[config.mk]
export PLATFORM = sky130hd
export DESIGN_NAME = iic_ctrl
export DESIGN_NICKNAME = d
export VERILOG_FILES = /design/src/rtl/iic_pkg.sv /design/src/rtl/iic_ctrl.sv
export VERILOG_INCLUDE_DIRS = /design/src /design/src/rtl
export SDC_FILE = /design/constraint.sdc
export NUM_CORES = 1
export LEC_CHECK = 0
export BUFFER_PORTS_ARGS = -buffer_cell sky130_fd_sc_hd__clkbuf_2
export CELL_PAD_IN_SITES_DETAIL_PLACEMENT = 1
export CELL_PAD_IN_SITES_GLOBAL_PLACEMENT = 2
export CORE_MARGIN = 2
export CORE_UTILIZATION = 25
export CTS_CLUSTER_DIAMETER = 30
export CTS_CLUSTER_SIZE = 14
export DETAILED_ROUTE_END_ITERATION = 10
export MAX_ROUTING_LAYER = met4
export PLACE_DENSITY = 0.68
export SLEW_MARGIN = 20
export SYNTH_ARGS = -nofsm -noshare
export SYNTH_HDL_FRONTEND = slang
export SYNTH_SLANG_ARGS = --single-unit
[constraint.sdc]
create_clock -name clk -period 10.2 [get_ports clk]
set_input_delay 1.53 -clock clk [delete_from_list [all_inputs] [get_ports clk]]
set_output_delay 1.53 -clock clk [all_outputs]
set_load 0.02 [all_outputs]
[src/rtl/iic_params.svh]
// constants of the two-wire bus controller: offsets, fields, resets, timing
// Notes on behaviour
// - data wire changes only while the clock wire is low.
// - data falling with clock high is start; rising with clock high is stop.
// - only the acting master generates start and stop conditions.
// - bus busy from start until a free time after stop; repeated start alike.
// - every byte is exactly eight bits; any number of bytes per transfer.
// - each byte is followed by one acknowledge slot.
// - bits go out most significant bit first.
// - a slave may hold the clock low; the master waits for release.
// - a stop may end a transfer mid-byte, with no acknowledge slot.
// - master clocks the acknowledge slot; the transmitter releases data there.
// - receiver pulls data low through the high phase of the acknowledge pulse.
// - unaddressed slave leaves data high; master then stops or restarts.
// - a full slave receiver does not acknowledge; master stops or restarts.
// - master receiver does not acknowledge its last byte.
// - each master times its low period; clock rises only when all release.
// - each master times its high period; the first finished pulls clock low.
// - a master transfer begins only while the bus is free.
// - driving high but reading low in clock high: release data at once.
// - arbitration spans address, then data or acknowledge bits.
// - after a loss, clocking continues only to the end of that byte.
// - a loss during the address byte switches to slave operation at once.
// - each byte end sets the event flag and holds clock low until status write.
// - a status write clears the flags and releases the held clock.
// - slave compares a 7-bit own address; general call accepted when enabled.
// - start bit launches master operation; stop bit ends the transfer.
// - master clock high time is high-duration clocks plus three.
// - arbitration loss shows in a sticky mastership-lost flag.
`ifndef IIC_PARAMS_SVH
`define IIC_PARAMS_SVH

`define IIC_OFS_SAR      8'h00
`define IIC_OFS_DATA     8'h04
`define IIC_OFS_SR       8'h08
`define IIC_OFS_CLOCK_HIGH_DURATION     8'h10
`define IIC_OFS_CR       8'h14
`define IIC_OFS_CLOCK_LOW_DURATION     8'h18

`define IIC_SR_EVT       10
`define IIC_SR_SLV       4
`define IIC_SR_LOST      3
`define IIC_SR_BUSY      2
`define IIC_SR_TMODE     1
`define IIC_SR_RXACK     0

`define IIC_CR_START     0
`define IIC_CR_STOP      1
`define IIC_CR_ACKEN     3

`define IIC_SAR_RST      8'h00
`define IIC_CLOCK_HIGH_DURATION_RST     16'hffff
`define IIC_CLOCK_LOW_DURATION_RST     16'hffff
`define IIC_HIGH_EXTRA   3
`define IIC_ACK_SLOT     4'h8
`define IIC_LAST_BIT     4'h7
`define IIC_GCALL_ADDR   7'h00
`define IIC_BUS_FREE_NS  500
`define IIC_CLK_MHZ      100

`define IIC_RESP_OKAY    2'h0
`define IIC_RESP_SLVERR  2'h2

`endif

[src/rtl/iic_pkg.sv]
// types of the two-wire bus controller
package iic_pkg;

  typedef enum logic [2:0] {
    ST_IDLE  = 3'b000,
    ST_START = 3'b001,
    ST_LOW   = 3'b010,
    ST_RISE  = 3'b011,
    ST_HIGH  = 3'b100,
    ST_WAIT  = 3'b101,
    ST_PRE   = 3'b110,
    ST_UP    = 3'b111
  } iic_state_e;

  typedef logic [16:0] iic_cnt_t;

endpackage : iic_pkg

[src/rtl/iic_ctrl.sv]
// two-wire bus master/slave controller with an AXI4-Lite register slave
//
// Our own choices: the address map and the AXI4-Lite interface to the registers.
`timescale 1ns/1ps
`include "iic_params.svh"

module iic_ctrl
  import iic_pkg::*;
#(
  parameter int ADDR_W = 8
) (
  // clock and reset
  input  wire logic              clk,
  input  wire logic              nrst,
  // axi4-lite write channels
  input  wire logic [ADDR_W-1:0] s_axi_awaddr,
  input  wire logic              s_axi_awvalid,
  output logic                   s_axi_awready,
  input  wire logic [31:0]       s_axi_wdata,
  input  wire logic [3:0]        s_axi_wstrb,
  input  wire logic              s_axi_wvalid,
  output logic                   s_axi_wready,
  output logic [1:0]             s_axi_bresp,
  output logic                   s_axi_bvalid,
  input  wire logic              s_axi_bready,
  // axi4-lite read channels
  input  wire logic [ADDR_W-1:0] s_axi_araddr,
  input  wire logic              s_axi_arvalid,
  output logic                   s_axi_arready,
  output logic [31:0]            s_axi_rdata,
  output logic [1:0]             s_axi_rresp,
  output logic                   s_axi_rvalid,
  input  wire logic              s_axi_rready,
  // two-wire bus pins, open drain
  input  wire logic              scl_i,
  output logic                   scl_o,
  output logic                   scl_oe,
  input  wire logic              sda_i,
  output logic                   sda_o,
  output logic                   sda_oe
);

  if (ADDR_W < 8) begin : g_bad_addr_w
    $error("ADDR_W must be at least 8");
  end

  localparam int BUS_FREE_CYC = (`IIC_BUS_FREE_NS * `IIC_CLK_MHZ + 999) / 1000;

  function automatic logic hit(input logic [ADDR_W-1:0] a,
                               input logic [7:0]        o);
    return a == ADDR_W'(o);
  endfunction : hit

  function automatic logic reached(input iic_cnt_t    c,
                                   input logic [15:0] lim);
    return (c + 17'd1) >= {1'b0, lim};
  endfunction : reached

  function automatic logic [15:0] wmask(input logic [15:0] old,
                                        input logic [31:0] d,
                                        input logic [3:0]  s);
    return {s[1] ? d[15:8] : old[15:8], s[0] ? d[7:0] : old[7:0]};
  endfunction : wmask

  iic_state_e  st_q;
  iic_cnt_t    cnt_q;
  logic        scl_m_q, scl_s_q, scl_p_q;
  logic        sda_m_q, sda_s_q, sda_p_q;
  logic [7:0]  sar_q;
  logic [7:0]  data_q;
  logic [7:0]  rx_sh_q;
  logic [15:0] clock_high_duration_q, clock_low_duration_q, free_q;
  logic [3:0]  bit_q;
  logic        fresh_q, addr_ph_q, ack_rx_q, busy_q;
  logic        start_q, stop_q, ack_en_q, mscl_q, hold_q;
  logic        evt_q, lost_q, slv_act_q, tmode_q, sda_oe_q;
  logic        bvalid_q, rvalid_q;
  logic [1:0]  bresp_q, rresp_q;
  logic [31:0] rdata_q;
  logic        start_det, stop_det, scl_rise, scl_fall;
  logic        byte_evt, addr_fall, match, mst_drive, arb_hit, up_done;
  logic        drv_low, wr_go, rd_go, sr_wr, wmap, rmap;
  logic [31:0] sr_w;

  // synchronisers; third stage only for edge finding
  always_ff @(posedge clk or negedge nrst) begin
    if (!nrst) begin
      scl_m_q <= 1'b1;
      scl_s_q <= 1'b1;
      scl_p_q <= 1'b1;
      sda_m_q <= 1'b1;
      sda_s_q <= 1'b1;
      sda_p_q <= 1'b1;
    end else begin
      scl_m_q <= scl_i;
      scl_s_q <= scl_m_q;
      scl_p_q <= scl_s_q;
      sda_m_q <= sda_i;
      sda_s_q <= sda_m_q;
      sda_p_q <= sda_s_q;
    end
  end

  assign start_det = scl_s_q & scl_p_q & sda_p_q & ~sda_s_q;
  assign stop_det  = scl_s_q & scl_p_q & ~sda_p_q & sda_s_q;
  assign scl_rise  = scl_s_q & ~scl_p_q;
  assign scl_fall  = ~scl_s_q & scl_p_q;
  assign byte_evt  = scl_fall & ~fresh_q & (bit_q == `IIC_ACK_SLOT);
  assign addr_fall = scl_fall & ~fresh_q & addr_ph_q
                     & (bit_q == `IIC_LAST_BIT);
  assign mst_drive = (st_q != ST_IDLE) & ~lost_q;
  assign match     = (rx_sh_q[7:1] == sar_q[7:1])
                     | (sar_q[0] & (rx_sh_q[7:1] == `IIC_GCALL_ADDR));

  // bus bit tracker; the fall that a start itself makes is not a bit
  always_ff @(posedge clk or negedge nrst) begin
    if (!nrst) begin
      bit_q    <= 4'h0;
      fresh_q  <= 1'b1;
      rx_sh_q  <= 8'h00;
      ack_rx_q <= 1'b1;
    end else if (start_det) begin
      bit_q   <= 4'h0;
      fresh_q <= 1'b1;
    end else begin
      if (scl_rise && !fresh_q) begin
        if (bit_q != `IIC_ACK_SLOT) begin
          rx_sh_q <= {rx_sh_q[6:0], sda_s_q};
        end else begin
          ack_rx_q <= sda_s_q;
        end
      end
      if (scl_fall) begin
        if (fresh_q) begin
          fresh_q <= 1'b0;
        end else if (bit_q == `IIC_ACK_SLOT) begin
          bit_q <= 4'h0;
        end else begin
          bit_q <= bit_q + 4'h1;
        end
      end
    end
  end

  always_ff @(posedge clk or negedge nrst) begin
    if (!nrst) begin
      addr_ph_q <= 1'b0;
    end else if (start_det) begin
      addr_ph_q <= 1'b1;
    end else if (byte_evt) begin
      addr_ph_q <= 1'b0;
    end
  end

  // busy until a free time after stop; repeated start keeps it set
  always_ff @(posedge clk or negedge nrst) begin
    if (!nrst) begin
      busy_q <= 1'b0;
      free_q <= 16'h0;
    end else if (start_det) begin
      busy_q <= 1'b1;
      free_q <= 16'h0;
    end else if (stop_det) begin
      free_q <= 16'(BUS_FREE_CYC);
    end else if (free_q != 16'h0) begin
      free_q <= free_q - 16'h1;
      if (free_q == 16'h1) begin
        busy_q <= 1'b0;
      end
    end
  end

  // register bus
  assign wr_go = s_axi_awvalid & s_axi_wvalid & ~bvalid_q;
  assign rd_go = s_axi_arvalid & ~rvalid_q;
  assign sr_wr = wr_go & hit(s_axi_awaddr, `IIC_OFS_SR);
  assign wmap  = hit(s_axi_awaddr, `IIC_OFS_SAR)
                 | hit(s_axi_awaddr, `IIC_OFS_DATA) | sr_wr
                 | hit(s_axi_awaddr, `IIC_OFS_CLOCK_HIGH_DURATION)
                 | hit(s_axi_awaddr, `IIC_OFS_CR)
                 | hit(s_axi_awaddr, `IIC_OFS_CLOCK_LOW_DURATION);
  assign rmap  = hit(s_axi_araddr, `IIC_OFS_SAR)
                 | hit(s_axi_araddr, `IIC_OFS_DATA)
                 | hit(s_axi_araddr, `IIC_OFS_SR)
                 | hit(s_axi_araddr, `IIC_OFS_CLOCK_HIGH_DURATION)
                 | hit(s_axi_araddr, `IIC_OFS_CR)
                 | hit(s_axi_araddr, `IIC_OFS_CLOCK_LOW_DURATION);
  assign s_axi_awready = wr_go;
  assign s_axi_wready  = wr_go;
  assign s_axi_arready = ~rvalid_q;
  assign s_axi_bvalid  = bvalid_q;
  assign s_axi_bresp   = bresp_q;
  assign s_axi_rvalid  = rvalid_q;
  assign s_axi_rresp   = rresp_q;
  assign s_axi_rdata   = rdata_q;

  always_ff @(posedge clk or negedge nrst) begin
    if (!nrst) begin
      sar_q    <= `IIC_SAR_RST;
      clock_high_duration_q   <= `IIC_CLOCK_HIGH_DURATION_RST;
      clock_low_duration_q   <= `IIC_CLOCK_LOW_DURATION_RST;
      ack_en_q <= 1'b0;
    end else if (wr_go) begin
      if (hit(s_axi_awaddr, `IIC_OFS_SAR) && s_axi_wstrb[0]) begin
        sar_q <= s_axi_wdata[7:0];
      end
      if (hit(s_axi_awaddr, `IIC_OFS_CLOCK_HIGH_DURATION)) begin
        clock_high_duration_q <= wmask(clock_high_duration_q, s_axi_wdata, s_axi_wstrb);
      end
      if (hit(s_axi_awaddr, `IIC_OFS_CLOCK_LOW_DURATION)) begin
        clock_low_duration_q <= wmask(clock_low_duration_q, s_axi_wdata, s_axi_wstrb);
      end
      if (hit(s_axi_awaddr, `IIC_OFS_CR) && s_axi_wstrb[0]) begin
        ack_en_q <= s_axi_wdata[`IIC_CR_ACKEN];
      end
    end
  end

  always_ff @(posedge clk or negedge nrst) begin
    if (!nrst) begin
      bvalid_q <= 1'b0;
      bresp_q  <= `IIC_RESP_OKAY;
    end else if (wr_go) begin
      bvalid_q <= 1'b1;
      bresp_q  <= wmap ? `IIC_RESP_OKAY : `IIC_RESP_SLVERR;
    end else if (s_axi_bready) begin
      bvalid_q <= 1'b0;
    end
  end

  always_comb begin
    sr_w                = 32'h0;
    sr_w[`IIC_SR_EVT]   = evt_q;
    sr_w[`IIC_SR_SLV]   = slv_act_q;
    sr_w[`IIC_SR_LOST]  = lost_q;
    sr_w[`IIC_SR_BUSY]  = busy_q;
    sr_w[`IIC_SR_TMODE] = tmode_q;
    sr_w[`IIC_SR_RXACK] = ~ack_rx_q;
  end

  always_ff @(posedge clk or negedge nrst) begin
    if (!nrst) begin
      rvalid_q <= 1'b0;
      rresp_q  <= `IIC_RESP_OKAY;
      rdata_q  <= 32'h0;
    end else if (rd_go) begin
      rvalid_q <= 1'b1;
      rresp_q  <= rmap ? `IIC_RESP_OKAY : `IIC_RESP_SLVERR;
      rdata_q  <= 32'h0;
      if (hit(s_axi_araddr, `IIC_OFS_SAR)) rdata_q <= {24'h0, sar_q};
      if (hit(s_axi_araddr, `IIC_OFS_DATA)) rdata_q <= {24'h0, data_q};
      if (hit(s_axi_araddr, `IIC_OFS_SR)) rdata_q <= sr_w;
      if (hit(s_axi_araddr, `IIC_OFS_CLOCK_HIGH_DURATION)) rdata_q <= {16'h0, clock_high_duration_q};
      if (hit(s_axi_araddr, `IIC_OFS_CLOCK_LOW_DURATION)) rdata_q <= {16'h0, clock_low_duration_q};
      if (hit(s_axi_araddr, `IIC_OFS_CR)) begin
        rdata_q[`IIC_CR_START] <= start_q;
        rdata_q[`IIC_CR_STOP]  <= stop_q;
        rdata_q[`IIC_CR_ACKEN] <= ack_en_q;
      end
    end else if (s_axi_rready) begin
      rvalid_q <= 1'b0;
    end
  end

  // received bytes land in the data register; software refills it when tx
  always_ff @(posedge clk or negedge nrst) begin
    if (!nrst) begin
      data_q <= 8'h00;
    end else if (byte_evt && !tmode_q && !addr_ph_q
                 && (mst_drive || slv_act_q)) begin
      data_q <= rx_sh_q;
    end else if (wr_go && hit(s_axi_awaddr, `IIC_OFS_DATA)
                 && s_axi_wstrb[0]) begin
      data_q <= s_axi_wdata[7:0];
    end
  end

  // sticky flags: a hardware set in the clearing cycle wins
  always_ff @(posedge clk or negedge nrst) begin
    if (!nrst) begin
      evt_q  <= 1'b0;
      lost_q <= 1'b0;
      hold_q <= 1'b0;
    end else begin
      if (sr_wr) begin
        evt_q  <= 1'b0;
        lost_q <= 1'b0;
        hold_q <= 1'b0;
      end
      if (byte_evt && (st_q != ST_IDLE || slv_act_q)) begin
        evt_q <= 1'b1;
      end
      if (byte_evt && slv_act_q) begin
        hold_q <= 1'b1;
      end
      if (arb_hit) begin
        lost_q <= 1'b1;
      end
    end
  end

  // slave side: a master that lost drops mst_drive and competes here
  always_ff @(posedge clk or negedge nrst) begin
    if (!nrst) begin
      slv_act_q <= 1'b0;
    end else if (start_det || stop_det) begin
      slv_act_q <= 1'b0;
    end else if (addr_fall && !mst_drive && match) begin
      slv_act_q <= 1'b1;
    end
  end

  always_ff @(posedge clk or negedge nrst) begin
    if (!nrst) begin
      tmode_q <= 1'b0;
    end else if (st_q == ST_START) begin
      tmode_q <= 1'b1;
    end else if (addr_fall) begin
      if (mst_drive) begin
        tmode_q <= ~data_q[0];
      end else if (match) begin
        tmode_q <= rx_sh_q[0];
      end
    end
  end

  // arbitration: released but read low while clock is high
  assign arb_hit = (st_q == ST_HIGH) && (cnt_q == 17'h0) && mst_drive
                   && !sda_oe_q && !sda_s_q && !fresh_q
                   && (((bit_q != `IIC_ACK_SLOT) && tmode_q)
                       || ((bit_q == `IIC_ACK_SLOT) && !tmode_q
                           && !addr_ph_q));

  // master clock engine; line high time is clock_high_duration plus sync and output lag
  always_ff @(posedge clk or negedge nrst) begin
    if (!nrst) begin
      st_q    <= ST_IDLE;
      cnt_q   <= 17'h0;
      mscl_q  <= 1'b0;
      start_q <= 1'b0;
      stop_q  <= 1'b0;
    end else begin
      if (wr_go && hit(s_axi_awaddr, `IIC_OFS_CR) && s_axi_wstrb[0]) begin
        start_q <= s_axi_wdata[`IIC_CR_START];
        stop_q  <= s_axi_wdata[`IIC_CR_STOP];
      end
      case (st_q)
        ST_IDLE: begin
          mscl_q <= 1'b0;
          cnt_q  <= 17'h0;
          if (start_q && !busy_q && !lost_q) begin
            st_q <= ST_START;
          end
        end
        ST_START: begin
          cnt_q <= cnt_q + 17'h1;
          if (reached(cnt_q, clock_high_duration_q)) begin
            mscl_q  <= 1'b1;
            cnt_q   <= 17'h0;
            start_q <= 1'b0;
            st_q    <= ST_LOW;
          end
        end
        ST_LOW: begin
          if (stop_q && mst_drive) begin
            cnt_q <= 17'h0;
            st_q  <= ST_PRE;
          end else if (!scl_s_q) begin
            cnt_q <= cnt_q + 17'h1;
            if (reached(cnt_q, clock_low_duration_q)) begin
              mscl_q <= 1'b0;
              cnt_q  <= 17'h0;
              st_q   <= ST_RISE;
            end
          end
        end
        ST_RISE: begin
          if (scl_s_q) begin
            st_q <= ST_HIGH;
          end
        end
        ST_HIGH: begin
          cnt_q <= cnt_q + 17'h1;
          if (reached(cnt_q, clock_high_duration_q)) begin
            cnt_q <= 17'h0;
            if (bit_q != `IIC_ACK_SLOT) begin
              mscl_q <= 1'b1;
              st_q   <= ST_LOW;
            end else if (lost_q) begin
              st_q <= ST_IDLE;
            end else begin
              mscl_q <= 1'b1;
              st_q   <= ST_WAIT;
            end
          end
        end
        ST_WAIT: begin
          if (sr_wr) begin
            cnt_q <= 17'h0;
            st_q  <= (stop_q || start_q) ? ST_PRE : ST_LOW;
          end
        end
        ST_PRE: begin
          if (!scl_s_q) begin
            cnt_q <= cnt_q + 17'h1;
            if (reached(cnt_q, clock_low_duration_q)) begin
              mscl_q <= 1'b0;
              cnt_q  <= 17'h0;
              st_q   <= ST_UP;
            end
          end
        end
        ST_UP: begin
          if (scl_s_q) begin
            cnt_q <= cnt_q + 17'h1;
            if (reached(cnt_q, clock_high_duration_q)) begin
              cnt_q <= 17'h0;
              if (stop_q) begin
                stop_q <= 1'b0;
                st_q   <= ST_IDLE;
              end else begin
                st_q <= ST_START;
              end
            end
          end
        end
        default: st_q <= ST_IDLE;
      endcase
    end
  end

  assign up_done = (st_q == ST_UP) && scl_s_q && stop_q
                   && reached(cnt_q, clock_high_duration_q);

  // data wire wish for the current bit; applied only while clock is low
  always_comb begin
    drv_low = 1'b0;
    if (bit_q != `IIC_ACK_SLOT) begin
      drv_low = (mst_drive | slv_act_q) & tmode_q
                & ~data_q[~bit_q[2:0]];
    end else if (addr_ph_q) begin
      drv_low = slv_act_q;
    end else begin
      drv_low = (mst_drive | slv_act_q) & ~tmode_q
                & ack_en_q;
    end
  end

  always_ff @(posedge clk or negedge nrst) begin
    if (!nrst) begin
      sda_oe_q <= 1'b0;
    end else if (st_q == ST_START) begin
      sda_oe_q <= 1'b1;
    end else if (st_q == ST_PRE) begin
      if (!scl_s_q) begin
        sda_oe_q <= stop_q;
      end
    end else if (up_done) begin
      sda_oe_q <= 1'b0;
    end else if (arb_hit) begin
      sda_oe_q <= 1'b0;
    end else if (st_q != ST_UP && !scl_s_q) begin
      sda_oe_q <= drv_low;
    end
  end

  assign scl_o  = 1'b0;
  assign sda_o  = 1'b0;
  assign scl_oe = mscl_q | hold_q;
  assign sda_oe = sda_oe_q;

  logic [16:0] hi_len_q;
  always_ff @(posedge clk or negedge nrst) begin
    if (!nrst) begin
      hi_len_q <= 17'h0;
    end else begin
      hi_len_q <= (st_q == ST_HIGH) ? hi_len_q + 17'h1 : 17'h0;
    end
  end
endmodule : iic_ctrl

Word-level counts from Yosys, hierarchy flattened. Cells that the tools add are included.

Add/subtract/negate cells: 3. $lt $le $gt $ge: 3. Equality and inequality tests: 39. Muxes and demuxes: 90. Bitwise gates (word level): 49. Reductions and logical operators: 84.

Operator list (count): $mux W32 (4); $mux W17 (6); $pmux W17 S6 (1); $eq A8 B5 Y1 const B (6); $mux W1 (48); $mux W16 (3); $mux W3 (15); $ge A17 B16 Y1 (2); $logic_and A1 B1 Y1 (30); $mux W8 (3); $pmux W3 S8 (1); $reduce_and A3 Y1 (8); $reduce_bool A2 Y1 (12); $and A1 B1 Y1 (21); $ne A2 B2 Y1 const B (9); $add A17 B1 Y17 const B (1); $logic_not A17 Y1 (1); $eq A16 B1 Y1 const B (1); $eq A8 B3 Y1 const B (2); $eq A8 B4 Y1 const B (2); $logic_not A8 Y1 (2); $mux W4 (4); $reduce_bool A16 Y1 (1); $sub A16 B1 Y16 const B (1); other kinds (29) (84).

Register bits after elaboration: 154. Input port bits: 61. Output and inout bits: 45. Word-level logic and storage cells: 304.

Logic depth before layout (Yosys ltp). Gate-level depths: netlist of the first run.

Word-level depth: 12. Mapped depth: 15. Mapped depth without buffers: 14.

Least setup slack after synthesis of the first run. No wires, ideal clock.

Path type: input-to-output. Start: input port s_axi_wvalid. End: output port s_axi_wready. Data arrival time: 2.026 ns. Required time: 8.670 ns. Slack: 6.644 ns. Stages: 3. Buffers on the path: 1. Cells stage by stage: nand3b_1 inv_1 buf_4.

Longest elaborated chain between the ends: 2.

RTL lines: start, declared (RTL line iic_ctrl.sv:21) `input wire logic s_axi_wvalid,`; $and A1 B1 Y1 (2 in series) (RTL line iic_ctrl.sv:174) `assign wr_go = s_axi_awvalid & s_axi_wvalid & ~bvalid_q;`; end, declared (RTL line iic_ctrl.sv:22) `output logic s_axi_wready,`.

Every way passes these cells.

Final worst setup path of the first run.
Start: register cnt_q[0]. End: register cnt_q[0].

Longest elaborated chain between the ends: 6. Elaborated cells on any way between the ends: 9. Those cells by class: add/sub: 1; order compare: 2; mux: 6.

RTL lines: start, declared (RTL line iic_ctrl.sv:66) `iic_cnt_t cnt_q;`; start signal, assigned (RTL line iic_ctrl.sv:356) `cnt_q <= cnt_q + 17'h1;`; start signal, assigned (RTL line iic_ctrl.sv:369) `cnt_q <= cnt_q + 17'h1;`; start signal, assigned (RTL line iic_ctrl.sv:383) `cnt_q <= cnt_q + 17'h1;`; $add A17 B1 Y17; $ge A17 B16 Y1 (RTL line iic_ctrl.sv:56) `return (c + 17'd1) >= {1'b0, lim};`; $mux W17 (RTL line iic_ctrl.sv:370, iic_ctrl.sv:406); $mux W17 (RTL line iic_ctrl.sv:404) `if (!scl_s_q) begin`; $mux W17 (RTL line iic_ctrl.sv:365) `if (stop_q && mst_drive) begin`; $pmux W17 S6 * (RTL line iic_ctrl.sv:347) `case (st_q)`.

Every way passes the cells marked *; elsewhere a longest branch is shown, timed or not. The select of a mux whose other input is x is not followed. A chain may end at the register's enable or synchronous reset.

==> results of run 1 <==
## worst max-delay path by stage
stage | endpoint | slack, ns | cells past startpoint
after global routing | cnt_q[0] | 5.54 | 14
after CTS | cnt_q[0] | 5.89 | 13
after global placement | cnt_q[0] | 5.95 | 13
after detailed placement | cnt_q[0] | 5.92 | 13
after floorplan | s_axi_wready | 6.64 | 3
final | cnt_q[0] | 5.92 | 13
## cells in the final DEF, fill, tap and decap left out, types with 11 or more instances in the layout
master and n:
ha_1 38, o21ai_0 66, a22o_1 14, nand2_1 97, nor3_1 17, mux2_2 28
xnor2_1 19, a21oi_1 34, a22oi_1 16, nand2b_1 13, dfrtp_1 96, clkbuf_2 66
conb_1 20, clkbuf_16 17, nor4_1 11, dfstp_2 40, nand3_1 12, nand4_1 12
inv_1 44, nor2_1 47
## where the power goes
part / switching, mW / internal (mW)
combinational: 0.278 / 0.206
clock: 0.254 / 0.422
sequential: 0.124 / 0.618
## logic make-up after synthesis
kind of cell / after synthesis
other cells: 1
simple gates: 277
fa+ha+maj: 38
mux: 41
compound gates: 195
xor+xnor: 26
flops: 136
buf+inv: 92
## metal layers
metal,track usage,vias up
met4,0.0394,0
li1,-,2999
met5,-,-
met1,0.201,3096
met3,0.0299,15
met2,0.214,114
## through the flow
stage	hold slack [ns]	total power [mW]	util
3_3_place_gp	0.347	1.23	0.277
4_1_cts	0.358	1.93	0.297
5_1_grt	0.369	2.02	0.297
6_report	0.356	1.90	0.297
2_1_floorplan	0.345	1.08	-
3_5_place_dp	0.347	1.24	0.277
## sequential cells by signal, indices dropped and copies added (netlist names), 3 cells and up
| signal | flops |
|---|---|
| cnt_q | 17 |
| clock_high_duration_q | 16 |
| sar_q | 8 |
| clock_low_duration_q | 16 |
| s_axi_rdata | 16 |
| free_q | 16 |
| rx_sh_q | 8 |
| data_q | 8 |
| bit_q | 4 |
| st_q | 3 |
## worst reg2reg max path: stages, from the launching register on
cell,delay [ns]
dfrtp_1,0.47
ha_1,0.28
and3_1,0.23
nand4_2,0.16
and2_1,0.21
or2_2,0.33
ha_1,0.31
nand4_1,0.14
nor4_1,0.11
or4_1,0.54
or3_1,0.35
nor3_2,0.37
or2_1,0.46
mux2_2,0.24
## final cells by class
cell class,count,area [um2]
Clock buffer,20,457
Clock inverter,12,173
Fill cell,3557,21500
Inverter,45,169
Multi-Input combinational cell,597,3960
Sequential cell,136,3450
Tap cell,396,495
Timing Repair Buffer,74,394
==> reports/metrics.cfg, run 1 <==
[clock_tree]
cts_max_path_buffers=2
path_clk_slew_ns=0.06
post_cts_resize_count=0
insertion_delay_ns=0.44
cts_sinks=136
htreeDepth=4
hold_buffers=0
cts_buffers=17
cts_tree=done
root_buffer=clkbuf_16
post_cts_buffers=0

[grt]
grt_start_max_net_pins=72
first_global_vias=6445
grt_overflow=0
grt_first_pass_wirelength_um=36200
grt.total_usage=0.145
grt_antenna_before_repair=0

[logic_synthesis]
synth-edff-count=0
netlist_area_um2=7760
synthSimpleGateAreaFrac=0.183
synth-seq-cells=136
netlist_top_cells_area=dfrtp_1 31%, dfstp_2 14%, ha_1 6.1%
synth_top_family_by_area=simple AND/OR/NAND/NOR gates
synthTopCellsByCount=97 x nand2_1, 96 x dfrtp_1, 66 x o21ai_0, 47 x nor2_1, 44 x inv_1
yosysWarnings=0
synth_top_cell_area_share=0.310
netlist_instances=806
yosysSeqAreaShare=0.445
synth_flop_cell=dfrtp_1
muxShareOfSynthArea=0.0608
synthXorXnorAreaFrac=0.0303
yosysUniqueCellTypes=75
synthAdderAreaFrac=0.0613
syn_area_per_cell_um2=9.63
synth_area_leader_cell=dfrtp_1
yosysMostFrequentCell=nand2_1
async_reset_ff_frac=1.00
synth_compound_area_frac=0.163

[drt]
route.met3.wl_um=783
drcViolationCount=0
wl_per_cell_um=17.6
routed_wirelength_um=22500
drt_iter0_markers=411
drt_pass1_iterations=4
wl_met1_um=11400
highest_layer=met4
avgViaCountPerCell=4.86
vias=6224
postRouteAntennaNets=0
wl_met2_um=10200

[worst_setup_path]
max_stage_delay_ns=0.54
crit_start=cnt_q[0]
cp_max_fo=11
cp_slowest_cell=or4_1
reg2reg_slack_ns=5.92
reg2regPathDepth=13
reg2reg_from=cnt_q[0]
worstSetupPathType=register to register
r2r-end=cnt_q[0]
arrival_ns=4.64
crit_family=simple AND/OR/NAND/NOR gates
startpoint_type=register
crit_chain=ha_1 > and3_1 > nand4_2 > and2_1 > or2_2 > ha_1 > nand4_1 > nor4_1 > or4_1 > or3_1 > nor3_2 > or2_1 > mux2_2
path_buf_inv=0
crit_top_cell=ha_1
crit_required_ns=10.56
critPathCaptureType=register

[hold_path]
hp-class=register to register
hold_depth=0
worstHoldStart=sda_m_q
hold_end=sda_s_q

[layout]
design_area_um2=9100
fin_nets=970
drive_above_1_share=0.226
area_growth_pct=17.2
antenna_cells=0
fin_cells=1280

[sta]
setup_tns_ns=0
setup_viol=0
finalHoldViolCount=0
tightest_slew_ns=1.03
slew_headroom=0.308
setup_ws_ns=5.92
skew_ns=0.0148
slew_viol_final=0
fin_crit_sh=0.420
rsz0062_at_grt=false
fmax_ghz=0.234
layout_min_cycle_time_ns=4.28

[die]
core_area_um2=30600
core.rowCount=64
io_pins=106
start_util=0.254
dieArea_um2=32500
dieWidth_um=180
die_height_um=180

[power]
p_leak_nw=4.20
vdd_ir_drop_max_uv=126
p_per_area_nw_per_um2=209

[placed_design]
place_hpwl_um=16400
io_buffers=67
place_area_um2=8470
post-place-ws_ns=5.92
dp.cells=1248
gp_congestion=0.775

[run]
cap_viol_max_count=0

[outcome]
status=finished, final reports clean

(Power assumes the default switching activity.)
==> run 2: changes to the inputs <==
clock period = 4.2 ns   (was 10.2 ns; I/O delays follow)
==> reports/metrics.cfg, run 2 (synthesized netlist as in run 1, its figures left out) <==
[sta]
tightest_slew_ns=0.972
skew_ns=0.0154
fmax_ghz=0.257
finalHoldViolCount=0
rsz0062_at_grt=false
slew_viol_final=0
setup_viol=0
fin_crit_sh=0.928
slew_headroom=0.349
layout_min_cycle_time_ns=3.90
setup_ws_ns=0.304
setup_tns_ns=0

[drt]
drcViolationCount=0
postRouteAntennaNets=0
avgViaCountPerCell=4.91
vias=6323
wl_per_cell_um=17.8
drt_iter0_markers=329
drt_pass1_iterations=4
routed_wirelength_um=22900

[power]
vdd_ir_drop_max_uv=316
p_seq_frac=0.405
pwr-share-comb=0.267
switching_power_mw=1.61
clock_power_share=0.328
p_leak_nw=4.21
internal-power_mw=2.83
p_sw_frac=0.363
p_per_area_nw_per_um2=487

[layout]
n_fill_cell=3544
antenna_cells=0
largest_register=cnt_q
area_growth_pct=17.5
largest_reg_flops=17
fin_nets=978
final_cell_mix=96 x nand2_1, 96 x dfrtp_1, 66 x clkbuf_2
drive_above_1_share=0.237
design_area_um2=9120
fin_util=0.298

[clock_tree]
htreeDepth=4
root_buffer=clkbuf_16
post_cts_resize_count=0
cts_buffers=17
hold_buffers=0
post_cts_buffers=0
insertion_delay_ns=0.43
cts_sinks=136
cts_tree=done
cts_max_path_buffers=2
path_clk_slew_ns=0.07

[grt]
grt_first_pass_wirelength_um=37000
grt_overflow=0
grt_start_max_net_pins=108
grt_antenna_before_repair=0
first_global_vias=6465
grt.total_usage=0.147

[hold_path]
hp-class=input pin to async pin

[die]
dieWidth_um=180
dieArea_um2=32500
start_util=0.254
die_height_um=180
core.rowCount=64
core_area_um2=30600
io_pins=106

[worst_setup_path]
arrival_ns=4.20
cp_max_fo=6
crit_chain=ha_1 > and3_1 > nand4_2 > and2_1 > or2_2 > ha_1 > nand4_1 > nor4_1 > or3_1 > nor3_1 > buf_4 > a221oi_2 > mux2_1
critPathCaptureType=register
cp_slowest_cell=nor4_1
crit_top_cell=ha_1
startpoint_type=register
max_stage_delay_ns=0.57
crit_required_ns=4.50
worstSetupPathType=register to register

[placed_design]
post-place-ws_ns=0.212
gp_congestion=0.829
place_hpwl_um=16900
place_area_um2=8520
io_buffers=67

[outcome]
status=finished, final reports clean

[run]
cap_viol_max_count=0

## run 2: layout make-up
cell class                 count  area, um2  share of cell area
multi-input combinational    597       3970               0.435
sequential                   136       3450               0.379
tap                          396        495              0.0543
clock buffer                  22        474              0.0520
timing repair buffer          82        474              0.0520
inverter                      45        169              0.0185
clock inverter                10       86.3             0.00946
## run 2: power by group through the flow
stage | combinational, mW | clock (mW) | sequential, mW
6_report | 1.19 | 1.46 | 1.80
5_1_grt | 1.35 | 1.56 | 1.84
4_1_cts | 1.19 | 1.51 | 1.80
3_5_place_dp | 1.18 | 0 | 1.82
3_3_place_gp | 1.16 | 0 | 1.82
2_1_floorplan | 0.953 | 0 | 1.68
## run 2: per-layer routing
| metal | part of all wire | wire (um) | up-vias | global-route usage |
|---|---|---|---|---|
| met5 | 0 | 0 | - | - |
| li1 | - | - | 3019 | - |
| met4 | 0.0070 | 160 | 0 | 0.0329 |
| met2 | 0.46 | 10600 | 114 | 0.227 |
| met1 | 0.50 | 11500 | 3180 | 0.202 |
| met3 | 0.032 | 734 | 10 | 0.0263 |
## run 2: final timing paths
check                           end     start  cells past startpoint  slack, ns
setup reg to reg            st_q[2]  cnt_q[0]                     13       0.30
min in group clk            sda_m_q     sda_i                      1       0.29
setup / recovery            st_q[2]  cnt_q[0]                     13       0.30
hold / removal             sar_q[6]      nrst                      1       0.10
max in group asynchronous   scl_s_q      nrst                      3       3.08
hold reg to reg             sda_s_q   sda_m_q                      0       0.36
## run 2: stage by stage
stage / hold WS, ns / instances / power, mW
floorplan: 0.334 / 825 / 2.63
global placement: 0.347 / 1255 / 2.98
detailed placement: 0.351 / 1255 / 3.00
CTS: 0.268 / 1287 / 4.51
global route: 0.112 / 1288 / 4.75
finish: 0.105 / 1288 / 4.45
## run 2: worst max-delay path: cells and delay by family (launching register included)
family | cells | cell delay (ns)
flip-flops | 1 | 0.47
AND/OR/NAND/NOR | 8 | 1.89
AO/OA/AOI/OAI | 1 | 0.30
buffers and inverters | 1 | 0.17
adder cells (fa/ha/maj) | 2 | 0.58
multiplexers | 1 | 0.35
